[src/hdl/dcd_regs.svh]
`ifndef DCD_REGS_SVH
`define DCD_REGS_SVH
`define DCD_BANKS        8
`define DCD_BANK_W       3
`define DCD_ADDR_W       13
`define DCD_COL_W        10
`define DCD_PIN_W        16
`define DCD_WORD_W       128
`define DCD_BEATS_BL8    4'h8
`define DCD_BEATS_BC4    4'h4
`define DCD_AP_BIT       10
`define DCD_BC_BIT       12
`define DCD_BT_BIT       3
`define DCD_BL_LO        0
`define DCD_BL_FIXED8    2'h0
`define DCD_BL_OTF       2'h1
`define DCD_BL_FIXED4    2'h2
`define DCD_MR0          3'h0
`define DCD_LANE_LO_MSB  7
`define DCD_LANE_HI_LSB  8
`endif

[src/hdl/dcd_pkg.sv]
package dcd_pkg;
	`include "dcd_regs.svh"
	typedef enum logic [3:0] {
		DCD_CMD_NONE, DCD_CMD_ACT, DCD_CMD_PRE, DCD_CMD_PREA, DCD_CMD_WR, DCD_CMD_RD,
		DCD_CMD_MRS, DCD_CMD_NOP, DCD_CMD_DES, DCD_CMD_REF, DCD_CMD_SRE, DCD_CMD_SRX,
		DCD_CMD_PDE, DCD_CMD_PDX, DCD_CMD_ZQL, DCD_CMD_ZQS
	} dcd_cmd_t;
	typedef enum logic [1:0] {DCD_PM_ON, DCD_PM_PDN, DCD_PM_SREF} dcd_pm_t;
	typedef struct packed {
		logic                     cs_n;
		logic                     ras_n;
		logic                     cas_n;
		logic                     we_n;
		logic                     cke;
		logic [`DCD_BANK_W-1:0]   bank;
		logic [`DCD_ADDR_W-1:0]   addr;
	} dcd_cmd_bus_t;
	typedef struct packed {
		dcd_cmd_t                 cmd;
		logic [`DCD_BANK_W-1:0]   bank;
		logic [`DCD_ADDR_W-1:0]   row;
		logic [`DCD_COL_W-1:0]    col;
		logic                     auto_pre;
		logic                     chop4;
		logic                     zq_long;
		logic                     illegal;
	} dcd_decoded_t;
endpackage

[src/hdl/dcd_burst.sv]
`timescale 1ns/1ps
`include "dcd_regs.svh"
module dcd_burst (
	input  wire logic                    mclk,
	input  wire logic                    rst_n,
	input  wire logic                    start,
	input  wire logic                    is_write,
	input  wire logic                    chop4,
	input  wire logic                    interleave,
	input  wire logic [`DCD_COL_W-1:0]   col,
	input  wire logic [`DCD_PIN_W-1:0]   wr_beat,
	input  wire logic                    lower_byte_write_mask,
	input  wire logic                    upper_byte_write_mask,
	input  wire logic [`DCD_WORD_W-1:0]  rd_word,
	output logic                         busy,
	output logic [`DCD_COL_W-1:0]        beat_col,
	output logic [`DCD_PIN_W-1:0]        rd_beat,
	output logic [`DCD_WORD_W-1:0]       wr_word,
	output logic [`DCD_WORD_W/8-1:0]     wr_byte_en,
	output logic                         word_done
);
	import dcd_pkg::*;
	typedef struct packed {
		logic                        busy;
		logic                        wr;
		logic                        ilv;
		logic [3:0]                  len;
		logic [3:0]                  idx;
		logic [`DCD_COL_W-1:0]       col;
		logic [`DCD_COL_W-1:0]       beat_col;
		logic [`DCD_PIN_W-1:0]       rd_beat;
		logic [`DCD_WORD_W-1:0]      wr_word;
		logic [`DCD_WORD_W/8-1:0]    wr_be;
		logic                        done;
	} dcd_burst_st_t;
	dcd_burst_st_t st, next_st;
	// Burst order of low three column bits
	function automatic logic [2:0] beat_order(input logic [2:0] start_lo, input logic [2:0] i,
		input logic ilv);
		beat_order = ilv ? (start_lo ^ i) : (start_lo + i);
	endfunction
	always_comb begin
		logic [2:0] slot;
		slot = st.idx[2:0];
		next_st = st;
		next_st.done = 1'b0;
		if (start && !st.busy) begin
			next_st.busy = 1'b1;
			next_st.wr = is_write;
			next_st.ilv = interleave;
			next_st.col = col;
			next_st.idx = 4'h0;
			next_st.len = chop4 ? `DCD_BEATS_BC4 : `DCD_BEATS_BL8;
			next_st.wr_be = '0;
		end else if (st.busy) begin
			next_st.beat_col = {st.col[`DCD_COL_W-1:3], beat_order(st.col[2:0], slot, st.ilv)};
			// Two pin beats per clock on the pins map to one beat per mclk here
			if (st.wr) begin
				if (!lower_byte_write_mask) begin
					next_st.wr_word[slot*`DCD_PIN_W +: 8] = wr_beat[`DCD_LANE_LO_MSB:0];
					next_st.wr_be[slot*2] = 1'b1;
				end
				if (!upper_byte_write_mask) begin
					next_st.wr_word[slot*`DCD_PIN_W+`DCD_LANE_HI_LSB +: 8] =
						wr_beat[`DCD_PIN_W-1:`DCD_LANE_HI_LSB];
					next_st.wr_be[slot*2+1] = 1'b1;
				end
			end else begin
				next_st.rd_beat = rd_word[slot*`DCD_PIN_W +: `DCD_PIN_W];
			end
			next_st.idx = st.idx + 4'h1;
			if (st.idx + 4'h1 == st.len) begin
				next_st.busy = 1'b0;
				next_st.done = 1'b1; // One 8n word per access
			end
		end
	end
	always_ff @(posedge mclk) begin
		if (!rst_n) begin
			st <= '0;
		end else begin
			st <= next_st;
		end
	end
	assign busy = st.busy;
	assign beat_col = st.beat_col;
	assign rd_beat = st.rd_beat;
	assign wr_word = st.wr_word;
	assign wr_byte_en = st.wr_be;
	assign word_done = st.done;
endmodule

[src/hdl/dcd_core.sv]
`timescale 1ns/1ps
`include "dcd_regs.svh"
// Functional notes
// - Activate opens row on selected bank
// - Write decoded to an active bank
// - Read decoded only to an active bank
// - On-the-fly chop bit picks four or eight
// - Auto-precharge bit closes bank after burst
// - Mode set only when all idle
// - Enable falling with no-op enters power-down
// - Enable rising with no-op exits power-down
// - High mask suppresses its byte independently
// - Lower mask bits 0-7, upper 8-15
// - Clock enable decoded from two samples
// - State tracked per selected bank
// - Eight pin beats form one word
// - Bursts of eight or four in sequential or interleaved order
module dcd_core (
	input  wire logic                     mclk,
	input  wire logic                     rst_n,
	input  wire dcd_pkg::dcd_cmd_bus_t    cmd_in,
	input  wire logic [`DCD_PIN_W-1:0]    wr_beat,
	input  wire logic                     lower_byte_write_mask,
	input  wire logic                     upper_byte_write_mask,
	input  wire logic [`DCD_WORD_W-1:0]   rd_word,
	output dcd_pkg::dcd_decoded_t         decoded,
	output logic [`DCD_BANKS-1:0]         bank_open,
	output dcd_pkg::dcd_pm_t              power_mode,
	output logic [`DCD_ADDR_W-1:0]        mode_reg0,
	output logic [`DCD_COL_W-1:0]         beat_col,
	output logic [`DCD_PIN_W-1:0]         rd_beat,
	output logic [`DCD_WORD_W-1:0]        wr_word,
	output logic [`DCD_WORD_W/8-1:0]      wr_byte_en,
	output logic                          word_done
);
	import dcd_pkg::*;
	typedef struct packed {
		logic                            cke_prev;
		logic [`DCD_BANKS-1:0]           open;
		logic [`DCD_BANKS-1:0]           ap_pend;
		logic [`DCD_BANK_W-1:0]          ap_bank;
		dcd_pm_t                         pm;
		logic [`DCD_ADDR_W-1:0]          mr0;
		dcd_decoded_t                    dec;
	} dcd_st_t;
	dcd_st_t st, next_st;
	logic burst_busy;
	logic burst_done;
	logic burst_start;
	logic burst_wr;
	logic [`DCD_BANKS-1:0] ap_closing;
	genvar gb;
	// Shared between decode and bank bookkeeping
	function automatic logic [`DCD_BANKS-1:0] bank_bit(input logic [`DCD_BANK_W-1:0] b);
		bank_bit = '0;
		bank_bit[b] = 1'b1;
	endfunction
	// Deselect or no-op, the only inputs legal on a clock enable rise; a fall also takes refresh
	function automatic logic is_nop_like(input dcd_cmd_bus_t c);
		is_nop_like = c.cs_n || ({c.ras_n, c.cas_n, c.we_n} == 3'h7);
	endfunction
	// Bank whose auto-precharge burst ends now counts as closed this cycle
	generate
		for (gb = 0; gb < `DCD_BANKS; gb++) begin : g_ap_close
			assign ap_closing[gb] = burst_done && st.ap_pend[gb] && (st.ap_bank == `DCD_BANK_W'(gb));
		end
	endgenerate
	always_comb begin
		logic nop_like;
		logic sel_open;
		logic all_idle;
		logic [3:0] pins;
		logic chop;
		nop_like = is_nop_like(cmd_in);
		sel_open = st.open[cmd_in.bank] && !ap_closing[cmd_in.bank];
		// A running burst counts as busy, so mode set and refresh are refused during it
		all_idle = (st.open == '0) && !burst_busy;
		pins = {cmd_in.cs_n, cmd_in.ras_n, cmd_in.cas_n, cmd_in.we_n};
		chop = (st.mr0[`DCD_BL_LO +: 2] == `DCD_BL_FIXED4) ||
			((st.mr0[`DCD_BL_LO +: 2] == `DCD_BL_OTF) && !cmd_in.addr[`DCD_BC_BIT]);
		next_st = st;
		next_st.cke_prev = cmd_in.cke;
		next_st.dec = '0;
		next_st.dec.cmd = DCD_CMD_NONE;
		next_st.dec.bank = cmd_in.bank;
		next_st.dec.row = cmd_in.addr;
		next_st.dec.col = cmd_in.addr[`DCD_COL_W-1:0];
		next_st.dec.auto_pre = cmd_in.addr[`DCD_AP_BIT];
		next_st.dec.chop4 = chop;
		next_st.dec.zq_long = cmd_in.addr[`DCD_AP_BIT];
		burst_start = 1'b0;
		burst_wr = 1'b0;
		// Auto-precharge closes the bank once its burst word completes
		next_st.open = st.open & ~ap_closing;
		next_st.ap_pend = st.ap_pend & ~ap_closing;
		if (st.cke_prev && !cmd_in.cke) begin
			// Self-refresh needs every bank idle; otherwise the entry is refused
			if (!cmd_in.cs_n && pins == 4'h1 && all_idle) begin
				next_st.dec.cmd = DCD_CMD_SRE;
				next_st.pm = DCD_PM_SREF;
			end else if (nop_like) begin
				next_st.dec.cmd = DCD_CMD_PDE;
				next_st.pm = DCD_PM_PDN;
			end else begin
				next_st.dec.illegal = 1'b1;
			end
		end else if (!st.cke_prev && cmd_in.cke) begin
			if (nop_like) begin
				next_st.dec.cmd = (st.pm == DCD_PM_SREF) ? DCD_CMD_SRX : DCD_CMD_PDX;
				next_st.pm = DCD_PM_ON;
			end else begin
				next_st.dec.illegal = 1'b1;
			end
		end else if (st.cke_prev && cmd_in.cke) begin
			if (cmd_in.cs_n) begin
				next_st.dec.cmd = DCD_CMD_DES;
			end else begin
				case (pins)
					4'h3: begin
						// Closed bank only; an open row must be precharged first
						next_st.dec.cmd = DCD_CMD_ACT;
						next_st.dec.illegal = sel_open;
						if (!sel_open) begin
							next_st.open = next_st.open | bank_bit(cmd_in.bank);
						end
					end
					4'h2: begin
						// Legal in any bank state
						if (cmd_in.addr[`DCD_AP_BIT]) begin
							next_st.dec.cmd = DCD_CMD_PREA;
							next_st.open = '0;
							// Pending auto-precharge dropped so a reopened row stays open
							next_st.ap_pend = '0;
						end else begin
							next_st.dec.cmd = DCD_CMD_PRE;
							next_st.open = next_st.open & ~bank_bit(cmd_in.bank);
							next_st.ap_pend = next_st.ap_pend & ~bank_bit(cmd_in.bank);
						end
					end
					4'h4, 4'h5: begin
						next_st.dec.cmd = (pins == 4'h4) ? DCD_CMD_WR : DCD_CMD_RD;
						// Reject when bank closed or burst engine busy; no queueing
						if (!sel_open || burst_busy) begin
							next_st.dec.illegal = 1'b1;
						end else begin
							burst_start = 1'b1;
							burst_wr = (pins == 4'h4);
							if (cmd_in.addr[`DCD_AP_BIT]) begin
								next_st.ap_pend[cmd_in.bank] = 1'b1;
								next_st.ap_bank = cmd_in.bank;
							end
						end
					end
					4'h0: begin
						next_st.dec.cmd = DCD_CMD_MRS;
						next_st.dec.illegal = !all_idle;
						// Only the first mode register is kept; the others are dropped
						if (all_idle && cmd_in.bank == `DCD_MR0) begin
							next_st.mr0 = cmd_in.addr;
						end
					end
					4'h1: begin
						next_st.dec.cmd = DCD_CMD_REF;
						next_st.dec.illegal = !all_idle;
					end
					4'h6: begin
						next_st.dec.cmd = cmd_in.addr[`DCD_AP_BIT] ? DCD_CMD_ZQL : DCD_CMD_ZQS;
						next_st.dec.illegal = !all_idle;
					end
					4'h7: begin
						next_st.dec.cmd = DCD_CMD_NOP;
					end
					default: begin
						next_st.dec.cmd = DCD_CMD_NONE;
					end
				endcase
			end
		end else begin
			// Both samples low: held powered down, inputs ignored
			next_st.dec.cmd = DCD_CMD_NONE;
		end
	end
	always_ff @(posedge mclk) begin
		if (!rst_n) begin
			st <= '0;
		end else begin
			st <= next_st;
		end
	end
	// Chop choice taken from this cycle's decode so it matches the command
	dcd_burst u_burst (
		.mclk                  (mclk),
		.rst_n                 (rst_n),
		.start                 (burst_start),
		.is_write              (burst_wr),
		.chop4                 (next_st.dec.chop4),
		.interleave            (st.mr0[`DCD_BT_BIT]),
		.col                   (cmd_in.addr[`DCD_COL_W-1:0]),
		.wr_beat               (wr_beat),
		.lower_byte_write_mask (lower_byte_write_mask),
		.upper_byte_write_mask (upper_byte_write_mask),
		.rd_word               (rd_word),
		.busy                  (burst_busy),
		.beat_col              (beat_col),
		.rd_beat               (rd_beat),
		.wr_word               (wr_word),
		.wr_byte_en            (wr_byte_en),
		.word_done             (burst_done)
	);
	assign decoded = st.dec;
	assign bank_open = st.open;
	assign power_mode = st.pm;
	assign mode_reg0 = st.mr0;
	assign word_done = burst_done;
endmodule

[config.mk]
export PLATFORM = sky130hd
export DESIGN_NAME = dcd_core
export DESIGN_NICKNAME = d
export VERILOG_FILES = /design/src/hdl/dcd_pkg.sv /design/src/hdl/dcd_burst.sv /design/src/hdl/dcd_core.sv
export VERILOG_INCLUDE_DIRS = /design/src /design/src/hdl
export SDC_FILE = /design/constraint.sdc
export NUM_CORES = 1
export LEC_CHECK = 0
export ABC_CLOCK_PERIOD_IN_PS = 3230
export BUFFER_PORTS_ARGS = -buffer_cell sky130_fd_sc_hd__clkbuf_2
export CAP_MARGIN = 10
export CELL_PAD_IN_SITES_DETAIL_PLACEMENT = 1
export CELL_PAD_IN_SITES_GLOBAL_PLACEMENT = 1
export CORE_MARGIN = 3
export CORE_UTILIZATION = 30
export CTS_CLUSTER_DIAMETER = 200
export DETAILED_ROUTE_END_ITERATION = 7
export GPL_TIMING_DRIVEN = 0
export PLACE_DENSITY_LB_ADDON = 0.1
export RECOVER_POWER = 100
export SLEW_MARGIN = 10
export SYNTH_ARGS = -nofsm -noshare
export SYNTH_HDL_FRONTEND = slang
export SYNTH_SLANG_ARGS = --single-unit
[constraint.sdc]
create_clock -name mclk -period 3.23 [get_ports mclk]
set_input_delay 0.646 -clock mclk [delete_from_list [all_inputs] [get_ports mclk]]
set_output_delay 0.646 -clock mclk [all_outputs]
set_load 0.03 [all_outputs]
==> impl_metrics.ini, run 1 <==
[outcome]
status = finished clean

[global_route]
grt_overflow = 0
grt_pass1_vias = 12800
antenna_found_initial = 0
grt_pass1_wl_mm = 78.8
grt_max_degree = 15
grt_usage_pct = 22.8

[routing]
viasPerCell = 4.94
dr.pass1.iters = 5
vias = 12500
drt_iter0_drc = 606
wl_mm = 54.1
drtAntennaViolNets = 0
drc_errors = 0
wire_per_inst_um = 21.4

[power]
cell_internal_pwr_w = 0.00536
cellPowerDensity_nw_per_um2 = 437
combPwrFrac_pct = 6.7
vdd_drop_max_uv = 311
power_w = 0.00704
pwr-share-clk_pct = 49.6
switchingPower_w = 0.00167
swShare_pct = 23.8
leakage_nw = 6.41
p_seq_share_pct = 43.6

[die]
dieWidth_um = 213
coreArea_um2 = 42100
die_y_um = 213
row_count = 75
die_area_um2 = 45400
io_pins = 397
initial_core_util_pct = 30.5

[sta]
slew_headroom_pct = 24.8
fin_crit_ns = 3.09
fin_crit_sh_pct = 95.7
fin_worst_hold_slack_ns = 0.312
tightest_slew_ns = 1.13
setup-tns-final_ns = 0
fin_skew_ns = 0.0126
slew_violations = 0
rsz0062_at_grt = false
finalHoldViolCount = 0
max_freq_mhz = 324
setup_violations = 0
fin_ws_ns = 0.140

[synthesis]
synth_xor_area_share_pct = 0.545
yosysUniqueCellTypes = 76
synthMuxAreaShare_pct = 6.58
synth-seq-cells = 247
syn_avg_cell_area_um2 = 8.27
synth_simple_gate_area_share_pct = 20.0
async_reset_ff_share_pct = 0
synthAdderAreaFrac_pct = 1.52
syn_inst = 1555
yosysWarningCount = 0
synthesis.nets = 1739
synth_top_area_share_pct = 38.5
synth-compound-area-share_pct = 15.0
synth_edf_count = 0
seq_area_frac_synth_pct = 38.5
synth_top_family_by_area = simple AND/OR/NAND/NOR gates
syn_area_um2 = 12900
synthTopCellsByArea = dfxtp_1 38%, buf_4 13%, a21oi_1 5.9%, nand2_1 4.6%, nor2_1 4.5%
synthFlopType = dfxtp_1
synth_top_cell_by_area = dfxtp_1

[finish]
drive_above_1_share_pct = 25.1
antenna-diode-count = 0
final_util_pct = 38.2
nets = 2150
area_growth_pct = 25.3

[critical_path]
worstSetupStartpointType = flop
r2r-start = st[68]
cp_max_fo = 10
path_cells = inv_1 -> ha_1 -> clkbuf_1 -> or4b_1 -> nor3_1 -> nand3_1 -> o21ai_1 -> clkbuf_2 -> a211oi_2
setup.worst_path.end_class = flop
cp_slowest_stage_delay_ns = 0.68
critPathKind = flop to flop
reg2reg_depth = 9
reg2reg_to = u_burst.st[183]
reg2reg_slack_ns = 0.14
worstPathArrival_ns = 3.49
critPathSlowestCell = or4b_1
cp.required_ns = 3.63

[cts]
clock_sinks = 247
clk_pin_slew_worst_paths_ns = 0.06
cts_buffer_depth = 3
clock_latency_ns = 0.56
cts_tree = yes
postCtsHoldBufs = 0
cts_buffers = 31
clock-root-buffer = clkbuf_16
cts_htree_levels = 1

[placed_design]
dp_hpwl_mm = 42.0
dp_slack_ns = -1.02
place_congestion = 0.858
port_buffers = 375

[min_path]
min_to = decoded[25]
hp-start = cmd_in[11]
hold_path_class = input pin to flop
whs_path_depth = 2

[job]
maxCapViolCount = 0
-- cell families (layout without fill, tap and decap cells) --
| group | Yosys count | count (layout) |
|---|---|---|
| AND/OR/NAND/NOR | 541 | 541 |
| buffers and inverters | 365 | 795 |
| AO/OA/AOI/OAI | 307 | 307 |
| flip-flops | 247 | 247 |
| multiplexers | 72 | 72 |
| adder cells (fa/ha/maj) | 15 | 15 |
| XOR/XNOR | 8 | 8 |
-- state kept, by name, indices dropped and copies added, names as in the netlist --
| register | cells |
|---|---|
| bank_open | 8 |
| u_burst.rd_beat | 16 |
| mode_reg0 | 13 |
| u_burst.wr_byte_en | 16 |
| decoded | 22 |
| st | 12 |
| u_burst.busy | 1 |
| u_burst.wr_word | 128 |
| u_burst.st | 18 |
| power_mode | 2 |
| u_burst.word_done | 1 |
| u_burst.beat_col | 10 |
-- worst max-delay path by stage --
stage                                       end             from  slack, ns
final                           u_burst.st[183]           st[68]       0.14
after global routing      u_burst.wr_byte_en[0]           st[68]       0.04
after CTS                   u_burst.wr_word[23]  u_burst.st[183]       0.12
after detailed placement    u_burst.wr_word[69]  u_burst.st[182]      -1.02
after global placement      u_burst.wr_word[66]  u_burst.st[182]      -1.01
after floorplan             u_burst.wr_word[64]  u_burst.st[181]       0.52
-- repair_timing --
| item | in CTS | in global routing |
|---|---|---|
| setup buffers | 7 | 0 |
| gates resized for setup | 10 | 5 |
| pin swaps | 2 | 0 |
| endpoints found under the setup margin | 80 | 21 |
-- power by group through the flow --
stage	registers [W]	logic (W)	clock network, W
2_1_floorplan	0.00313	0.000250	0
4_1_cts	0.00307	0.000492	0.00358
5_1_grt	0.00307	0.000513	0.00369
3_5_place_dp	0.00314	0.000489	0
6_report	0.00307	0.000474	0.00349
3_3_place_gp	0.00314	0.000486	0
-- cells in the final DEF, fill, tap and decap left out, types with 7 or more instances in the layout --
| master | instances |
|---|---|
| nand3_1 | 117 |
| mux4_2 | 8 |
| clkbuf_2 | 156 |
| nor3_1 | 9 |
| a21oi_1 | 152 |
| a221oi_1 | 8 |
| and2_1 | 13 |
| and3_1 | 16 |
| nor2_1 | 155 |
| clkbuf_1 | 311 |
| dfxtp_1 | 245 |
| mux2i_1 | 44 |
| inv_1 | 18 |
| buf_2 | 13 |
| clkbuf_8 | 7 |
| and2_0 | 10 |
| ha_1 | 14 |
| a22oi_1 | 34 |
| mux2_2 | 20 |
| o2111ai_1 | 8 |
| clkbuf_16 | 31 |
| o21ai_0 | 40 |
| nor2b_1 | 9 |
| nand2_1 | 156 |
| buf_4 | 233 |
| nor3b_1 | 7 |
| buf_1 | 12 |
| nand2b_1 | 11 |
-- metal layers --
metal  up-vias  track usage, %  share of wire (%)
li1       5949               -                  -
met1      6043            29.3                 43
met2       406            39.6                 48
met3        70            4.11                5.8
met4         0            5.94                2.6
met5         -               0                  0
-- stage by stage --
step / area [µm²] / cells
detailed placement: 15400 / 2469
finish: 16100 / 2524
CTS: 16500 / 2525
global placement: 15400 / 2469
global route: 16100 / 2524
floorplan: 12900 / 1555
-- area by class of cell --
cell class	instances	area [µm²]
fill	5259	26000
multi-input combinational	943	5560
sequential	247	4950
buffer	342	2210
timing repair buffer	382	1640
clock buffer	44	895
tap	539	674
clock inverter	8	115
inverter	19	75.1
-- synthesized netlist by cell type (9+ instances only) --
master	count
mux2_2	20
mux2i_1	44
nand2b_1	11
dfxtp_1	247
o21ai_0	34
buf_4	230
buf_1	19
nor2_1	155
a21oi_1	152
buf_2	18
and2_1	23
nor2b_1	9
inv_1	19
nand2_1	156
o21ai_1	10
nand3_1	116
nor3_1	9
a22oi_1	34
ha_1	14
and3_1	15
clkbuf_1	74
-- critical path, delay by kind of cell, from the launching register on --
family / cells / cell delay (ns)
and+or+nand+nor: 3 / 1.33
buffers and inverters: 3 / 0.62
AOI/OAI and AO/OA: 2 / 0.43
DFF: 1 / 0.37
adders and majority gates: 1 / 0.18
Power figures use the tool's default switching activity.
==> inputs of run 2 (changes only) <==
BUFFER_PORTS_ARGS = default   (was -buffer_cell sky130_fd_sc_hd__clkbuf_2)
DONT_BUFFER_PORTS = 1   (was default)
==> run 2 against run 1 <==
Against the previous run: utilization fell by 5.8 points; wire length fell by 2.1%; power shrank 3.4%; first-iteration DRC count decreased by 10%; clock skew rose by 0.00063 ns; sequential power about the same; count of clock-buffer cells in the layout is 1 higher; largest cell class unchanged.
==> impl_metrics.ini, run 2 (synthesized netlist as in run 1, its figures left out) <==
[critical_path]
cp_max_fo = 11
worstPathArrival_ns = 3.56
critPathKind = flop to flop
reg2reg_to = u_burst.wr_word[119]
crit_start = u_burst.st[183]
cp.required_ns = 3.70
reg2reg_slack_ns = 0.14
r2r-start = u_burst.st[183]
setup.worst_path.end_class = flop
worstSetupStartpointType = flop
cp-endpoint = u_burst.wr_word[119]
reg2reg_depth = 11

[power]
cellPowerDensity_nw_per_um2 = 498
power_w = 0.00680
vdd_drop_max_uv = 373
leakage_nw = 4.55

[sta]
rsz0062_at_grt = true
max_freq_mhz = 324
finalHoldViolCount = 0
fin_skew_ns = 0.0132
fin_crit_sh_pct = 95.5
setup_violations = 0
fin_ws_ns = 0.145
slew_violations = 0
tightest_slew_ns = 1.13
slew_headroom_pct = 24.3
fin_crit_ns = 3.09

[cts]
cts_buffer_depth = 3
cts_tree = yes
clock_latency_ns = 0.57
clock_sinks = 247
postCtsHoldBufs = 0
cts_htree_levels = 1
clk_pin_slew_worst_paths_ns = 0.06
cts_buffers = 30
clock-root-buffer = clkbuf_16

[routing]
wl_met3_mm = 2.91
drt-met1-wl_mm = 23.5
wl_met2_mm = 25.0
top_layer_used = met4
wl_mm = 53.0
drtAntennaViolNets = 0
dr.pass1.iters = 5
viasPerCell = 5.18
wire_per_inst_um = 24.6
drt_iter0_drc = 545
drc_errors = 0
vias = 11200

[outcome]
status = finished clean

[finish]
drive_above_1_share_pct = 7.81
fillers = 5104
largest_reg_flops = 128
layoutNonFillerInstCount = 2156
nets = 1775
final_cell_mix = 313 x clkbuf_1, 245 x dfxtp_1, 156 x nand2_1
final_common_cell = clkbuf_1
area_growth_pct = 6.22

[placed_design]
place_congestion = 0.839
dp_hpwl_mm = 40.8
dp.cells = 2094
port_buffers = 0
dp_slack_ns = -1.11

[die]
die_y_um = 213
coreArea_um2 = 42100
io_pins = 397
die_area_um2 = 45400
initial_core_util_pct = 30.5
row_count = 75
dieWidth_um = 213

[job]
maxCapViolCount = 0

[min_path]
hold_path_class = input pin to flop

[global_route]
antenna_found_initial = 4
grt_pass1_vias = 11500
grt_pass1_wl_mm = 76.0
grt_max_degree = 15
grt_overflow = 0
grt_usage_pct = 22.4
-- run 2: changes by cell type in the layout (fill, tap and decap cells not counted), sizes merged --
cell      delta
buf        -229
diode        +4
clkbuf     -144
bufinv       -1
clkinv       +1
clkinvlp     +1
-- run 2: layer usage --
layer | GRT usage, % | vias up
met5 | 0 | -
met4 | 6.19 | 0
met3 | 3.95 | 88
met2 | 38.2 | 385
met1 | 29.1 | 5478
li1 | - | 5213
-- run 2: metrics by stage --
step	utilization, %	TNS [ns]	area [µm²]	hold WS (ns)
final	32.4	0	13700	0.202
after global routing	32.4	-0.221	13700	0.172
after CTS	34.6	0	14600	0.161
after detailed placement	32.1	-48.91	13500	0.450
after global placement	32.1	-45.94	13500	0.441
after floorplan	-	0	12900	0.432
-- run 2: what timing repair did --
item	4_1_cts	5_1_grt
pin swaps	2	1
resized for setup	10	5
endpoints found under the setup margin	80	53
buffers inserted	7	1
-- run 2: how the worst min path moves through the flow --
| stage | startpoint | end | slack [ns] | cells past startpoint |
|---|---|---|---|---|
| 2_1_floorplan | u_burst.wr_word[10] | u_burst.wr_word[10] | 0.43 | 2 |
| 3_3_place_gp | u_burst.wr_word[8] | u_burst.wr_word[8] | 0.44 | 2 |
| 3_5_place_dp | u_burst.wr_word[47] | u_burst.wr_word[47] | 0.45 | 2 |
| 4_1_cts | cmd_in[4] | decoded[18] | 0.16 | 1 |
| 5_1_grt | cmd_in[6] | decoded[20] | 0.17 | 1 |
| 6_report | cmd_in[8] | decoded[22] | 0.20 | 1 |
-- run 2: final cells by class --
type,count,area (µm²),share of cell area (%)
clock buffers,45,878,6.43
multi-input cells,943,5560,40.7
repair buffers,8,55.1,0.403
flip-flops and latches,247,4950,36.3
plain buffers,342,1350,9.89
inverters,19,75.1,0.550
clock inverters,9,97.6,0.715
diodes,4,10.0,0.0733
well taps,539,674,4.94
-- run 2: power breakdown --
part | switching (W) | internal, W
Sequential | 0.00000775 | 0.00306
Combinational | 0.000254 | 0.0000839
Clock | 0.00137 | 0.00202
-- run 2: critical path: stages (launching register included) --
cell,delay (ns)
dfxtp_1,0.38
clkbuf_2,0.27
clkbuf_4,0.29
inv_1,0.09
buf_2,0.24
ha_1,0.32
clkbuf_1,0.25
nor3_4,0.33
and2_1,0.18
clkbuf_1,0.30
nand3_1,0.14
a21oi_1,0.21
